<file path="config.mk">
export PLATFORM = sky130hd
export DESIGN_NAME = pwmdb_top
export DESIGN_NICKNAME = d
export VERILOG_FILES = /design/src/pwmdb_pkg.sv /design/src/pwmdb_channel.sv /design/src/pwmdb_top.sv
export SDC_FILE = /design/constraint.sdc
export NUM_CORES = 1
export LEC_CHECK = 0
export ABC_AREA = 0
export BUFFER_PORTS_ARGS = -buffer_cell sky130_fd_sc_hd__buf_2
export CORE_MARGIN = 10
export CORE_UTILIZATION = 45
export CTS_BUF_LIST = sky130_fd_sc_hd__clkbuf_2 sky130_fd_sc_hd__clkbuf_4 sky130_fd_sc_hd__clkbuf_8
export DETAILED_ROUTE_END_ITERATION = 10
export PLACE_DENSITY = 0.64
export SLEW_MARGIN = 30
export SYNTH_ARGS = -nofsm -noshare
export SYNTH_HDL_FRONTEND = slang
export SYNTH_SLANG_ARGS = --single-unit
</file>
<file path="constraint.sdc">
create_clock -name ref_clk_i -period 2.3 [get_ports ref_clk_i]
set_input_delay 0 -clock ref_clk_i [delete_from_list [all_inputs] [get_ports ref_clk_i]]
set_output_delay 0 -clock ref_clk_i [all_outputs]
set_load 0.005 [all_outputs]
</file>
<file path="src/pwmdb_pkg.sv">
// package: register offsets, reset values and widths for the pwm duty byte block
package pwmdb_pkg;
  localparam int unsigned    PWMDB_ADDR_W      = 8;
  localparam int unsigned    PWMDB_DATA_W      = 8;
  localparam int unsigned    PWMDB_CHANNELS    = 3;
  localparam logic [7:0]     PWMDB_FLAGS_OFF   = 8'hd0;
  localparam logic [7:0]     PWMDB_D0H_OFF     = 8'hd1;
  localparam logic [7:0]     PWMDB_D0L_OFF     = 8'hd2;
  localparam logic [7:0]     PWMDB_D1H_OFF     = 8'hd3;
  localparam logic [7:0]     PWMDB_D1L_OFF     = 8'hd4;
  localparam logic [7:0]     PWMDB_D2H_OFF     = 8'hd5;
  localparam logic [7:0]     PWMDB_D2L_OFF     = 8'hd6;
  localparam int unsigned    PWMDB_FLAG_B_POS  = 1;
  localparam logic [7:0]     PWMDB_HIGH_RST    = 8'h80;
  localparam logic [7:0]     PWMDB_LOW_RST     = 8'h00;
  localparam logic           PWMDB_FLAG_B_RST  = 1'b0;
endpackage : pwmdb_pkg

</file>
<file path="src/pwmdb_channel.sv">
// one pwm channel: buffered low-byte write and snapshotted low-byte read
`timescale 1ns/100ps
module pwmdb_channel
  import pwmdb_pkg::*;
(
  input  wire logic        ref_clk_i,
  input  wire logic        srst_i,
  input  wire logic        wr_high_i,
  input  wire logic        wr_low_i,
  input  wire logic        rd_high_i,
  input  wire logic [7:0]  wdata_i,
  output logic      [15:0] duty_o,
  output logic      [7:0]  low_view_o
);
  typedef struct packed {
    logic [15:0] duty;
    logic [7:0]  low_hold;
    logic [7:0]  low_snap;
  } pwmdb_ch_state_t;

  pwmdb_ch_state_t state;
  pwmdb_ch_state_t next_state;

  //////////////////////////////////////////////////////////////////////////////
  always_comb
  begin
    next_state = state;
    if (wr_low_i)
    begin
      next_state.low_hold = wdata_i;
    end
    if (wr_high_i)
    begin
      next_state.duty = {wdata_i, state.low_hold};
    end
    if (rd_high_i)
    begin
      next_state.low_snap = state.duty[7:0];
    end
  end

  always_ff @(posedge ref_clk_i)
  begin
    if (srst_i)
    begin
      state.duty     <= {PWMDB_HIGH_RST, PWMDB_LOW_RST};
      state.low_hold <= PWMDB_LOW_RST;
      state.low_snap <= PWMDB_LOW_RST;
    end
    else
    begin
      state <= next_state;
    end
  end

  assign duty_o     = state.duty;
  assign low_view_o = state.low_snap;
endmodule // pwmdb_channel

</file>
<file path="src/pwmdb_top.sv">
// pwm duty byte register block: three 16-bit duty values behind byte registers
//
// Added by the designer: strobed register access.
`timescale 1ns/100ps
module pwmdb_top
  import pwmdb_pkg::*;
(
  input  wire logic        ref_clk_i,
  input  wire logic        srst_i,
  input  wire logic [7:0]  addr_i,
  input  wire logic [7:0]  wdata_i,
  input  wire logic        wr_i,
  input  wire logic        rd_i,
  output logic      [7:0]  rdata_o,
  output logic      [15:0] duty0_o,
  output logic      [15:0] duty1_o,
  output logic      [15:0] duty2_o,
  output logic             user_flag_b_o
);
  typedef struct packed {
    logic [7:0] rdata;
    logic       user_flag_b;
  } pwmdb_state_t;

  pwmdb_state_t state;
  pwmdb_state_t next_state;

  // one decode per mapped register, shared by the write and read paths
  logic         hit_flags;
  logic         hit_d0h;
  logic         hit_d0l;
  logic         hit_d1h;
  logic         hit_d1l;
  logic         hit_d2h;
  logic         hit_d2l;

  // per-channel strobes, bit index is the channel number
  logic [2:0]   wr_high;
  logic [2:0]   wr_low;
  logic [2:0]   rd_high;
  logic [15:0]  duty [3];
  logic [7:0]   low_view [3];
  logic [7:0]   flag_view;
  logic [7:0]   read_value;

  function automatic logic hit(input logic [7:0] a, input logic [7:0] off);
    hit = (a == off);
  endfunction

  // places the flag at its field position, the other bits read zero
  function automatic logic [7:0] flag_byte(input logic f);
    flag_byte                   = 8'h00;
    flag_byte[PWMDB_FLAG_B_POS] = f;
  endfunction

  //////////////////////////////////////////////////////////////////////////////
  // address decode
  always_comb
  begin
    hit_flags = hit(addr_i, PWMDB_FLAGS_OFF);
    hit_d0h   = hit(addr_i, PWMDB_D0H_OFF);
    hit_d0l   = hit(addr_i, PWMDB_D0L_OFF);
    hit_d1h   = hit(addr_i, PWMDB_D1H_OFF);
    hit_d1l   = hit(addr_i, PWMDB_D1L_OFF);
    hit_d2h   = hit(addr_i, PWMDB_D2H_OFF);
    hit_d2l   = hit(addr_i, PWMDB_D2L_OFF);
  end

  //////////////////////////////////////////////////////////////////////////////
  // strobe decode per channel
  always_comb
  begin
    wr_high = 3'h0;
    wr_low  = 3'h0;
    rd_high = 3'h0;
    if (wr_i)
    begin
      wr_high[0] = hit_d0h;
      wr_low[0]  = hit_d0l;
      wr_high[1] = hit_d1h;
      wr_low[1]  = hit_d1l;
      wr_high[2] = hit_d2h;
      wr_low[2]  = hit_d2l;
    end
    if (rd_i)
    begin
      // a high-byte read freezes the low byte for the read that follows
      rd_high[0] = hit_d0h;
      rd_high[1] = hit_d1h;
      rd_high[2] = hit_d2h;
    end
  end

  //////////////////////////////////////////////////////////////////////////////
  // channel 0
  pwmdb_channel pwmdb_channel_i0 (
    .ref_clk_i  (ref_clk_i),
    .srst_i     (srst_i),
    .wr_high_i  (wr_high[0]),
    .wr_low_i   (wr_low[0]),
    .rd_high_i  (rd_high[0]),
    .wdata_i    (wdata_i),
    .duty_o     (duty[0]),
    .low_view_o (low_view[0])
  );

  // channel 1
  pwmdb_channel pwmdb_channel_i1 (
    .ref_clk_i  (ref_clk_i),
    .srst_i     (srst_i),
    .wr_high_i  (wr_high[1]),
    .wr_low_i   (wr_low[1]),
    .rd_high_i  (rd_high[1]),
    .wdata_i    (wdata_i),
    .duty_o     (duty[1]),
    .low_view_o (low_view[1])
  );

  // channel 2
  pwmdb_channel pwmdb_channel_i2 (
    .ref_clk_i  (ref_clk_i),
    .srst_i     (srst_i),
    .wr_high_i  (wr_high[2]),
    .wr_low_i   (wr_low[2]),
    .rd_high_i  (rd_high[2]),
    .wdata_i    (wdata_i),
    .duty_o     (duty[2]),
    .low_view_o (low_view[2])
  );

  //////////////////////////////////////////////////////////////////////////////
  // read mux: unmapped addresses read zero
  always_comb
  begin
    flag_view  = flag_byte(state.user_flag_b);
    read_value = 8'h00;
    if (hit_flags)
    begin
      read_value = flag_view;
    end
    if (hit_d0h)
    begin
      read_value = duty[0][15:8];
    end
    if (hit_d0l)
    begin
      read_value = low_view[0];
    end
    if (hit_d1h)
    begin
      read_value = duty[1][15:8];
    end
    if (hit_d1l)
    begin
      read_value = low_view[1];
    end
    if (hit_d2h)
    begin
      read_value = duty[2][15:8];
    end
    if (hit_d2l)
    begin
      read_value = low_view[2];
    end
  end

  //////////////////////////////////////////////////////////////////////////////
  // read data register and flag register
  always_comb
  begin
    next_state       = state;
    next_state.rdata = 8'h00;
    if (wr_i && hit_flags)
    begin
      next_state.user_flag_b = wdata_i[PWMDB_FLAG_B_POS];
    end
    if (rd_i)
    begin
      // read data stand for exactly one cycle, zero otherwise
      next_state.rdata = read_value;
    end
  end

  always_ff @(posedge ref_clk_i)
  begin
    if (srst_i)
    begin
      state.rdata       <= 8'h00;
      state.user_flag_b <= PWMDB_FLAG_B_RST;
    end
    else
    begin
      state <= next_state;
    end
  end

  assign rdata_o       = state.rdata;
  assign user_flag_b_o = state.user_flag_b;
  assign duty0_o       = duty[0];
  assign duty1_o       = duty[1];
  assign duty2_o       = duty[2];
endmodule // pwmdb_top

</file>
==> flow_metrics.env, run 1 <==
export IMPL_worstPathRequired_ns=2.52
export IMPL_met3_length_um=915
export IMPL_cp_end_kind="flip-flop"
export IMPL_coreArea_sq_mm=0.00991
export IMPL_instances_no_fill=643
export IMPL_vias=3258
export IMPL_report_final_slew_viol_count=0
export IMPL_grt_pass1_vias=3183
export IMPL_fin_crit_ns=1.43
export IMPL_switching_share=0.249
export IMPL_dominantRegCellSynth="dfxtp_1"
export IMPL_viasPerCell=5.07
export IMPL_synthDistinctLibCells=39
export IMPL_dr_pass1_iters=4
export IMPL_drc=0
export IMPL_overflow=0
export IMPL_maxCapViolCount=0
export IMPL_htreeDepth=3
export IMPL_drtIter0Drc=260
export IMPL_syn_area_sq_mm=0.00463
export IMPL_rsz0062_at_grt="false"
export IMPL_grt_pass1_wl_um=17900
export IMPL_cp_arrival_ns=1.65
export IMPL_r2r_start="pwmdb_channel_i1.duty_o[12]"
export IMPL_rows=36
export IMPL_layout_area_overhead_vs_synth_pct=7.53
export IMPL_top_layer_used="met4"
export IMPL_cellLeakagePower_nw=1.90
export IMPL_wl_per_cell_um=17.8
export IMPL_antennaDiodeCount=0
export IMPL_yosys_warnings=0
export IMPL_cts_resized=0
export IMPL_critPathSlowestCell="nor4_4"
export IMPL_clock_tree_root_cell="clkbuf_8"
export IMPL_port_buffers=76
export IMPL_hold_slack_ns=0.0192
export IMPL_fmax_mhz=701
export IMPL_mostFrequentLayoutCells="dfxtp_1, nor2_1, mux2i_1"
export IMPL_seqPwrFrac=0.602
export IMPL_drt_total_wl_um=11500
export IMPL_finalHoldViolations=0
export IMPL_whs_path_depth=3
export IMPL_relSlewSlack=0.462
export IMPL_cts_buffers=9
export IMPL_grt_max_degree=58
export IMPL_antenna_found_initial=0
export IMPL_finalPower_mw=3.02
export IMPL_cp_start_kind="input port"
export IMPL_final_common_cell="dfxtp_1"
export IMPL_reg2reg_to="rdata_o[4]"
export IMPL_ir_drop_v=0.000317
export IMPL_ys_seq_area_frac=0.454
export IMPL_chipHeight_um=121
export IMPL_cts_tree="built"
export IMPL_path_max_fanout=26
export IMPL_hold_path_class="input port to flip-flop"
export IMPL_clkSlewWorstSetupHoldPaths_ns=0.11
export IMPL_ys_ff_latch=105
export IMPL_wl_met1_um=4960
export IMPL_synthesis_nets=500
export IMPL_pwr_share_comb=0.052
export IMPL_fin_crit_sh=0.621
export IMPL_dp_cells=621
export IMPL_grt_usage=0.154
export IMPL_ctsHoldBuffers=7
export IMPL_ant_nets=0
export IMPL_pre_cts_slack_ns=0.508
export IMPL_syn_inst=480
export IMPL_dp_hpwl_um=8440
export IMPL_ios=77
export IMPL_dieArea_sq_mm=0.0148
export IMPL_fin_ws_ns=0.873
export IMPL_hold_start="wdata_i[0]"
export IMPL_p_per_area_mw_per_mm2=607
export IMPL_r2r_slack_ns=1.06
export IMPL_finalSetupViolCount=0
export IMPL_place_congestion=0.889
export IMPL_cts_sinks=105
export IMPL_tns_ns=0
export IMPL_clk_latency_ns=0.36
export IMPL_clockBufferDepth=2
export IMPL_min_to="pwmdb_channel_i1.state[8]"
export IMPL_status="complete, no violations"
export IMPL_clock_skew_ns=0.0127
export IMPL_synth_edf_count=0
export IMPL_ff2ff_path_depth=3
export IMPL_initial_utilization=0.468
export IMPL_drive_above_1_share=0.235
export IMPL_layout_nets=526
export IMPL_power_net_switching_mw=0.754
export IMPL_critPathMaxStageDelay_ns=0.65
export IMPL_crit_type="input port to flip-flop"
export IMPL_wl_met2_um=5480
export IMPL_clkPwrFrac=0.346
export IMPL_fp_dieW_um=121
export IMPL_p_int_mw=2.27
export IMPL_async_flop_share=0
export IMPL_cp_cell_sequence="buf_2 -> nand2_1 -> nor4_4 -> mux2i_1 -> nor2_1"
export IMPL_synth_avg_cell_area_sq_um=9.65
export IMPL_worst_slew_pin_slew_ns=0.808
export IMPL_post_cts_buffers=0
==> stage by stage <==
| step | utilization | instance area (sq um) |
|---|---|---|
| global route | 0.503 | 4980 |
| detailed placement | 0.478 | 4740 |
| global placement | 0.478 | 4740 |
| CTS | 0.503 | 4980 |
| floorplan | - | 4630 |
| finish | 0.503 | 4980 |
==> power groups by stage <==
| stage | Combinational (mW) | Sequential (mW) | Clock (mW) |
|---|---|---|---|
| 2_1_floorplan | 0.0908 | 1.86 | 0 |
| 3_3_place_gp | 0.148 | 1.86 | 0 |
| 3_5_place_dp | 0.149 | 1.86 | 0 |
| 4_1_cts | 0.158 | 1.82 | 1.07 |
| 5_1_grt | 0.172 | 1.82 | 1.15 |
| 6_report | 0.158 | 1.82 | 1.05 |
==> critical path, delay by kind of cell <==
kind / cells / cell delay [ns]
buffers and inverters: 1 / 0.35
multiplexers: 1 / 0.27
AND/OR/NAND/NOR: 3 / 1.01
==> cells in the mapped netlist (3+ instances only) <==
library cell,number,area share
a21oi_1,23,0.025
buf_2,6,0.0065
buf_4,49,0.079
buf_6,3,0.0073
clkbuf_1,16,0.013
dfxtp_1,105,0.45
inv_1,4,0.0032
mux2i_1,86,0.19
nand2_1,16,0.013
nand3_1,10,0.011
nand3b_1,4,0.0065
nor2_1,98,0.079
nor2b_1,3,0.0041
nor3_1,7,0.0076
nor3_4,6,0.021
nor4_1,7,0.0095
o21bai_1,6,0.0097
o221a_2,7,0.017
==> logic make-up after synthesis <==
family,Yosys count,share of synthesized area
DFF,105,0.454
muxes,87,0.188
AOI/OAI and AO/OA,46,0.0681
buffers and inverters,80,0.113
and+or+nand+nor,162,0.177
==> sequential cells by signal, summed over array words and instances, names as in the netlist <==
| signal | count |
|---|---|
| pwmdb_channel_i0.duty_o | 16 |
| pwmdb_channel_i0.low_view_o | 8 |
| pwmdb_channel_i0.state | 8 |
| pwmdb_channel_i1.duty_o | 16 |
| pwmdb_channel_i1.low_view_o | 8 |
| pwmdb_channel_i1.state | 8 |
| pwmdb_channel_i2.duty_o | 16 |
| pwmdb_channel_i2.low_view_o | 8 |
| pwmdb_channel_i2.state | 8 |
| rdata_o | 8 |
| user_flag_b_o | 1 |
==> per-layer routing <==
layer  up-vias  global-route usage
li1       1642                   -
met1      1523               0.196
met2        87               0.247
met3         6              0.0391
met4         0              0.0537
met5         -                   0
==> how the worst max path moves through the flow <==
stage                         start                             end  slack [ns]
after floorplan           addr_i[3]     pwmdb_channel_i0.duty_o[10]        0.98
after global placement    addr_i[1]  pwmdb_channel_i1.low_view_o[2]        0.59
after detailed placement  addr_i[1]  pwmdb_channel_i1.low_view_o[3]        0.51
after CTS                 addr_i[1]  pwmdb_channel_i1.low_view_o[6]        0.89
after global routing      addr_i[1]  pwmdb_channel_i1.low_view_o[6]        0.73
final                     addr_i[1]  pwmdb_channel_i1.low_view_o[6]        0.87
==> layout make-up <==
type / count / area [sq um]
multi-input combinational: 295 / 2010
fill: 935 / 4930
inverter: 4 / 15.0
sequential: 105 / 2100
clock buffer: 9 / 124
clock inverter: 6 / 51.3
tap: 133 / 166
timing repair buffer: 91 / 510
No activity file was read; power rests on OpenSTA's default activity.
==> inputs of run 2 (changes only) <==
==> constraint.sdc (replaced) <==
create_clock -name ref_clk_i -period 1.5 [get_ports ref_clk_i]
set_input_delay 0 -clock ref_clk_i [delete_from_list [all_inputs] [get_ports ref_clk_i]]
set_output_delay 0 -clock ref_clk_i [all_outputs]
set_load 0.005 [all_outputs]
==> flow_metrics.env, run 2 (synthesized netlist as in run 1, its figures left out) <==
export IMPL_cellLeakagePower_nw=2.00
export IMPL_vias=3396
export IMPL_grt_usage=0.157
export IMPL_fillCellCount=956
export IMPL_seqPwrFrac=0.600
export IMPL_dieArea_sq_mm=0.0148
export IMPL_fmax_mhz=782
export IMPL_fin_area_sq_mm=0.00518
export IMPL_cp_start_kind="flip-flop"
export IMPL_hold_slack_ns=0.0153
export IMPL_htreeDepth=3
export IMPL_cts_sinks=105
export IMPL_maxCapViolCount=0
export IMPL_rows=36
export IMPL_initial_utilization=0.468
export IMPL_drive_above_1_share=0.258
export IMPL_dr_pass1_iters=5
export IMPL_finalSetupViolCount=0
export IMPL_cts_tree="built"
export IMPL_layout_area_overhead_vs_synth_pct=11.9
export IMPL_wl_per_cell_um=17.7
export IMPL_antennaDiodeCount=0
export IMPL_finalHoldViolations=0
export IMPL_tns_ns=0
export IMPL_finalPower_mw=4.65
export IMPL_ios=77
export IMPL_pwr_share_comb=0.055
export IMPL_p_int_mw=3.49
export IMPL_report_final_slew_viol_count=0
export IMPL_crit_type="flip-flop to flip-flop"
export IMPL_final_common_cell="dfxtp_1"
export IMPL_clk_latency_ns=0.36
export IMPL_clkSlewWorstSetupHoldPaths_ns=0.10
export IMPL_grt_max_degree=43
export IMPL_cp_end_kind="flip-flop"
export IMPL_status="complete, no violations"
export IMPL_switching_share=0.249
export IMPL_drtIter0Drc=231
export IMPL_chipHeight_um=121
export IMPL_place_congestion=0.897
export IMPL_worst_slew_pin_slew_ns=0.483
export IMPL_grt_pass1_wl_um=18100
export IMPL_clockBufferDepth=2
export IMPL_clock_skew_ns=0.00856
export IMPL_drc=0
export IMPL_relSlewSlack=0.677
export IMPL_grt_pass1_vias=3249
export IMPL_clkPwrFrac=0.345
export IMPL_port_buffers=76
export IMPL_fin_crit_sh=0.852
export IMPL_hold_path_class="input port to flip-flop"
export IMPL_placed_area_sq_mm=0.00495
export IMPL_coreArea_sq_mm=0.00991
export IMPL_layout_nets=538
export IMPL_dp_hpwl_um=8630
export IMPL_post_cts_buffers=0
export IMPL_mostFrequentLayoutCells="dfxtp_1, nor2_1, mux2i_1"
export IMPL_drt_total_wl_um=11600
export IMPL_worstPathRequired_ns=1.82
export IMPL_rsz0062_at_grt="false"
export IMPL_antenna_found_initial=0
export IMPL_r2r_slack_ns=0.22
export IMPL_p_per_area_mw_per_mm2=897
export IMPL_ir_drop_v=0.000423
export IMPL_ant_nets=0
export IMPL_power_net_switching_mw=1.16
export IMPL_path_max_fanout=3
export IMPL_cts_resized=0
export IMPL_cp_arrival_ns=1.59
export IMPL_cts_buffers=9
export IMPL_finish_utilization=0.523
export IMPL_fp_dieW_um=121
export IMPL_fin_crit_ns=1.28
export IMPL_viasPerCell=5.18
export IMPL_clock_tree_root_cell="clkbuf_8"
export IMPL_overflow=0
-- run 2: changes by cell type in the layout (fill, tap and decap cells not counted), sizes merged --
cell	delta
buf	+14
dlygate4sd3	-2
inv	-1
clkinv	+2
-- run 2: per-layer routing --
layer / global-route usage / routed length, um
met4: 0.0447 / 122
met1: 0.209 / 5290
met2: 0.242 / 5410
met5: 0 / 0
met3: 0.0447 / 770
-- run 2: repair_timing --
item,CTS,global route
hold buffers,4,1
endpoints found under the setup margin,0,0
endpoints found under the hold margin,5,1
-- run 2: final timing paths --
path / from / cells past startpoint / end
worst max-delay path: pwmdb_channel_i1.duty_o[8] / 4 / rdata_o[0]
worst min-delay path: wdata_i[4] / 3 / pwmdb_channel_i1.state[12]
worst max register to register: pwmdb_channel_i1.duty_o[8] / 4 / rdata_o[0]
worst min register to register: pwmdb_channel_i1.state[15] / 2 / pwmdb_channel_i1.state[15]
-- run 2: per-stage QoR --
step / instances / setup WS, ns
after floorplan: 480 / 0.184
after CTS: 655 / 0.214
after global placement: 635 / 0.0328
final: 656 / 0.222
after global routing: 656 / 0.0989
after detailed placement: 635 / 0.0443
-- run 2: cell type report --
type / instances / area (sq um) / share of cell area
inverter: 4 / 15.0 / 0.00290
multi-input combinational: 295 / 2010 / 0.388
sequential: 105 / 2100 / 0.406
clock buffer: 9 / 124 / 0.0239
tap: 133 / 166 / 0.0321
timing repair buffer: 103 / 708 / 0.137
clock inverter: 7 / 55.1 / 0.0106
-- run 2: power by group through the flow --
stage / clock network, mW / logic, mW / registers (mW)
global placement: 0 / 0.242 / 2.85
floorplan: 0 / 0.139 / 2.85
detailed placement: 0 / 0.245 / 2.85
global route: 1.75 / 0.277 / 2.79
finish: 1.60 / 0.256 / 2.79
CTS: 1.64 / 0.254 / 2.79
-- run 2: critical path: stages (launching register included) --
cell     delay (ns)
dfxtp_1        0.39
nor3_1         0.09
nor4_1         0.41
buf_4          0.18
o221a_2        0.17
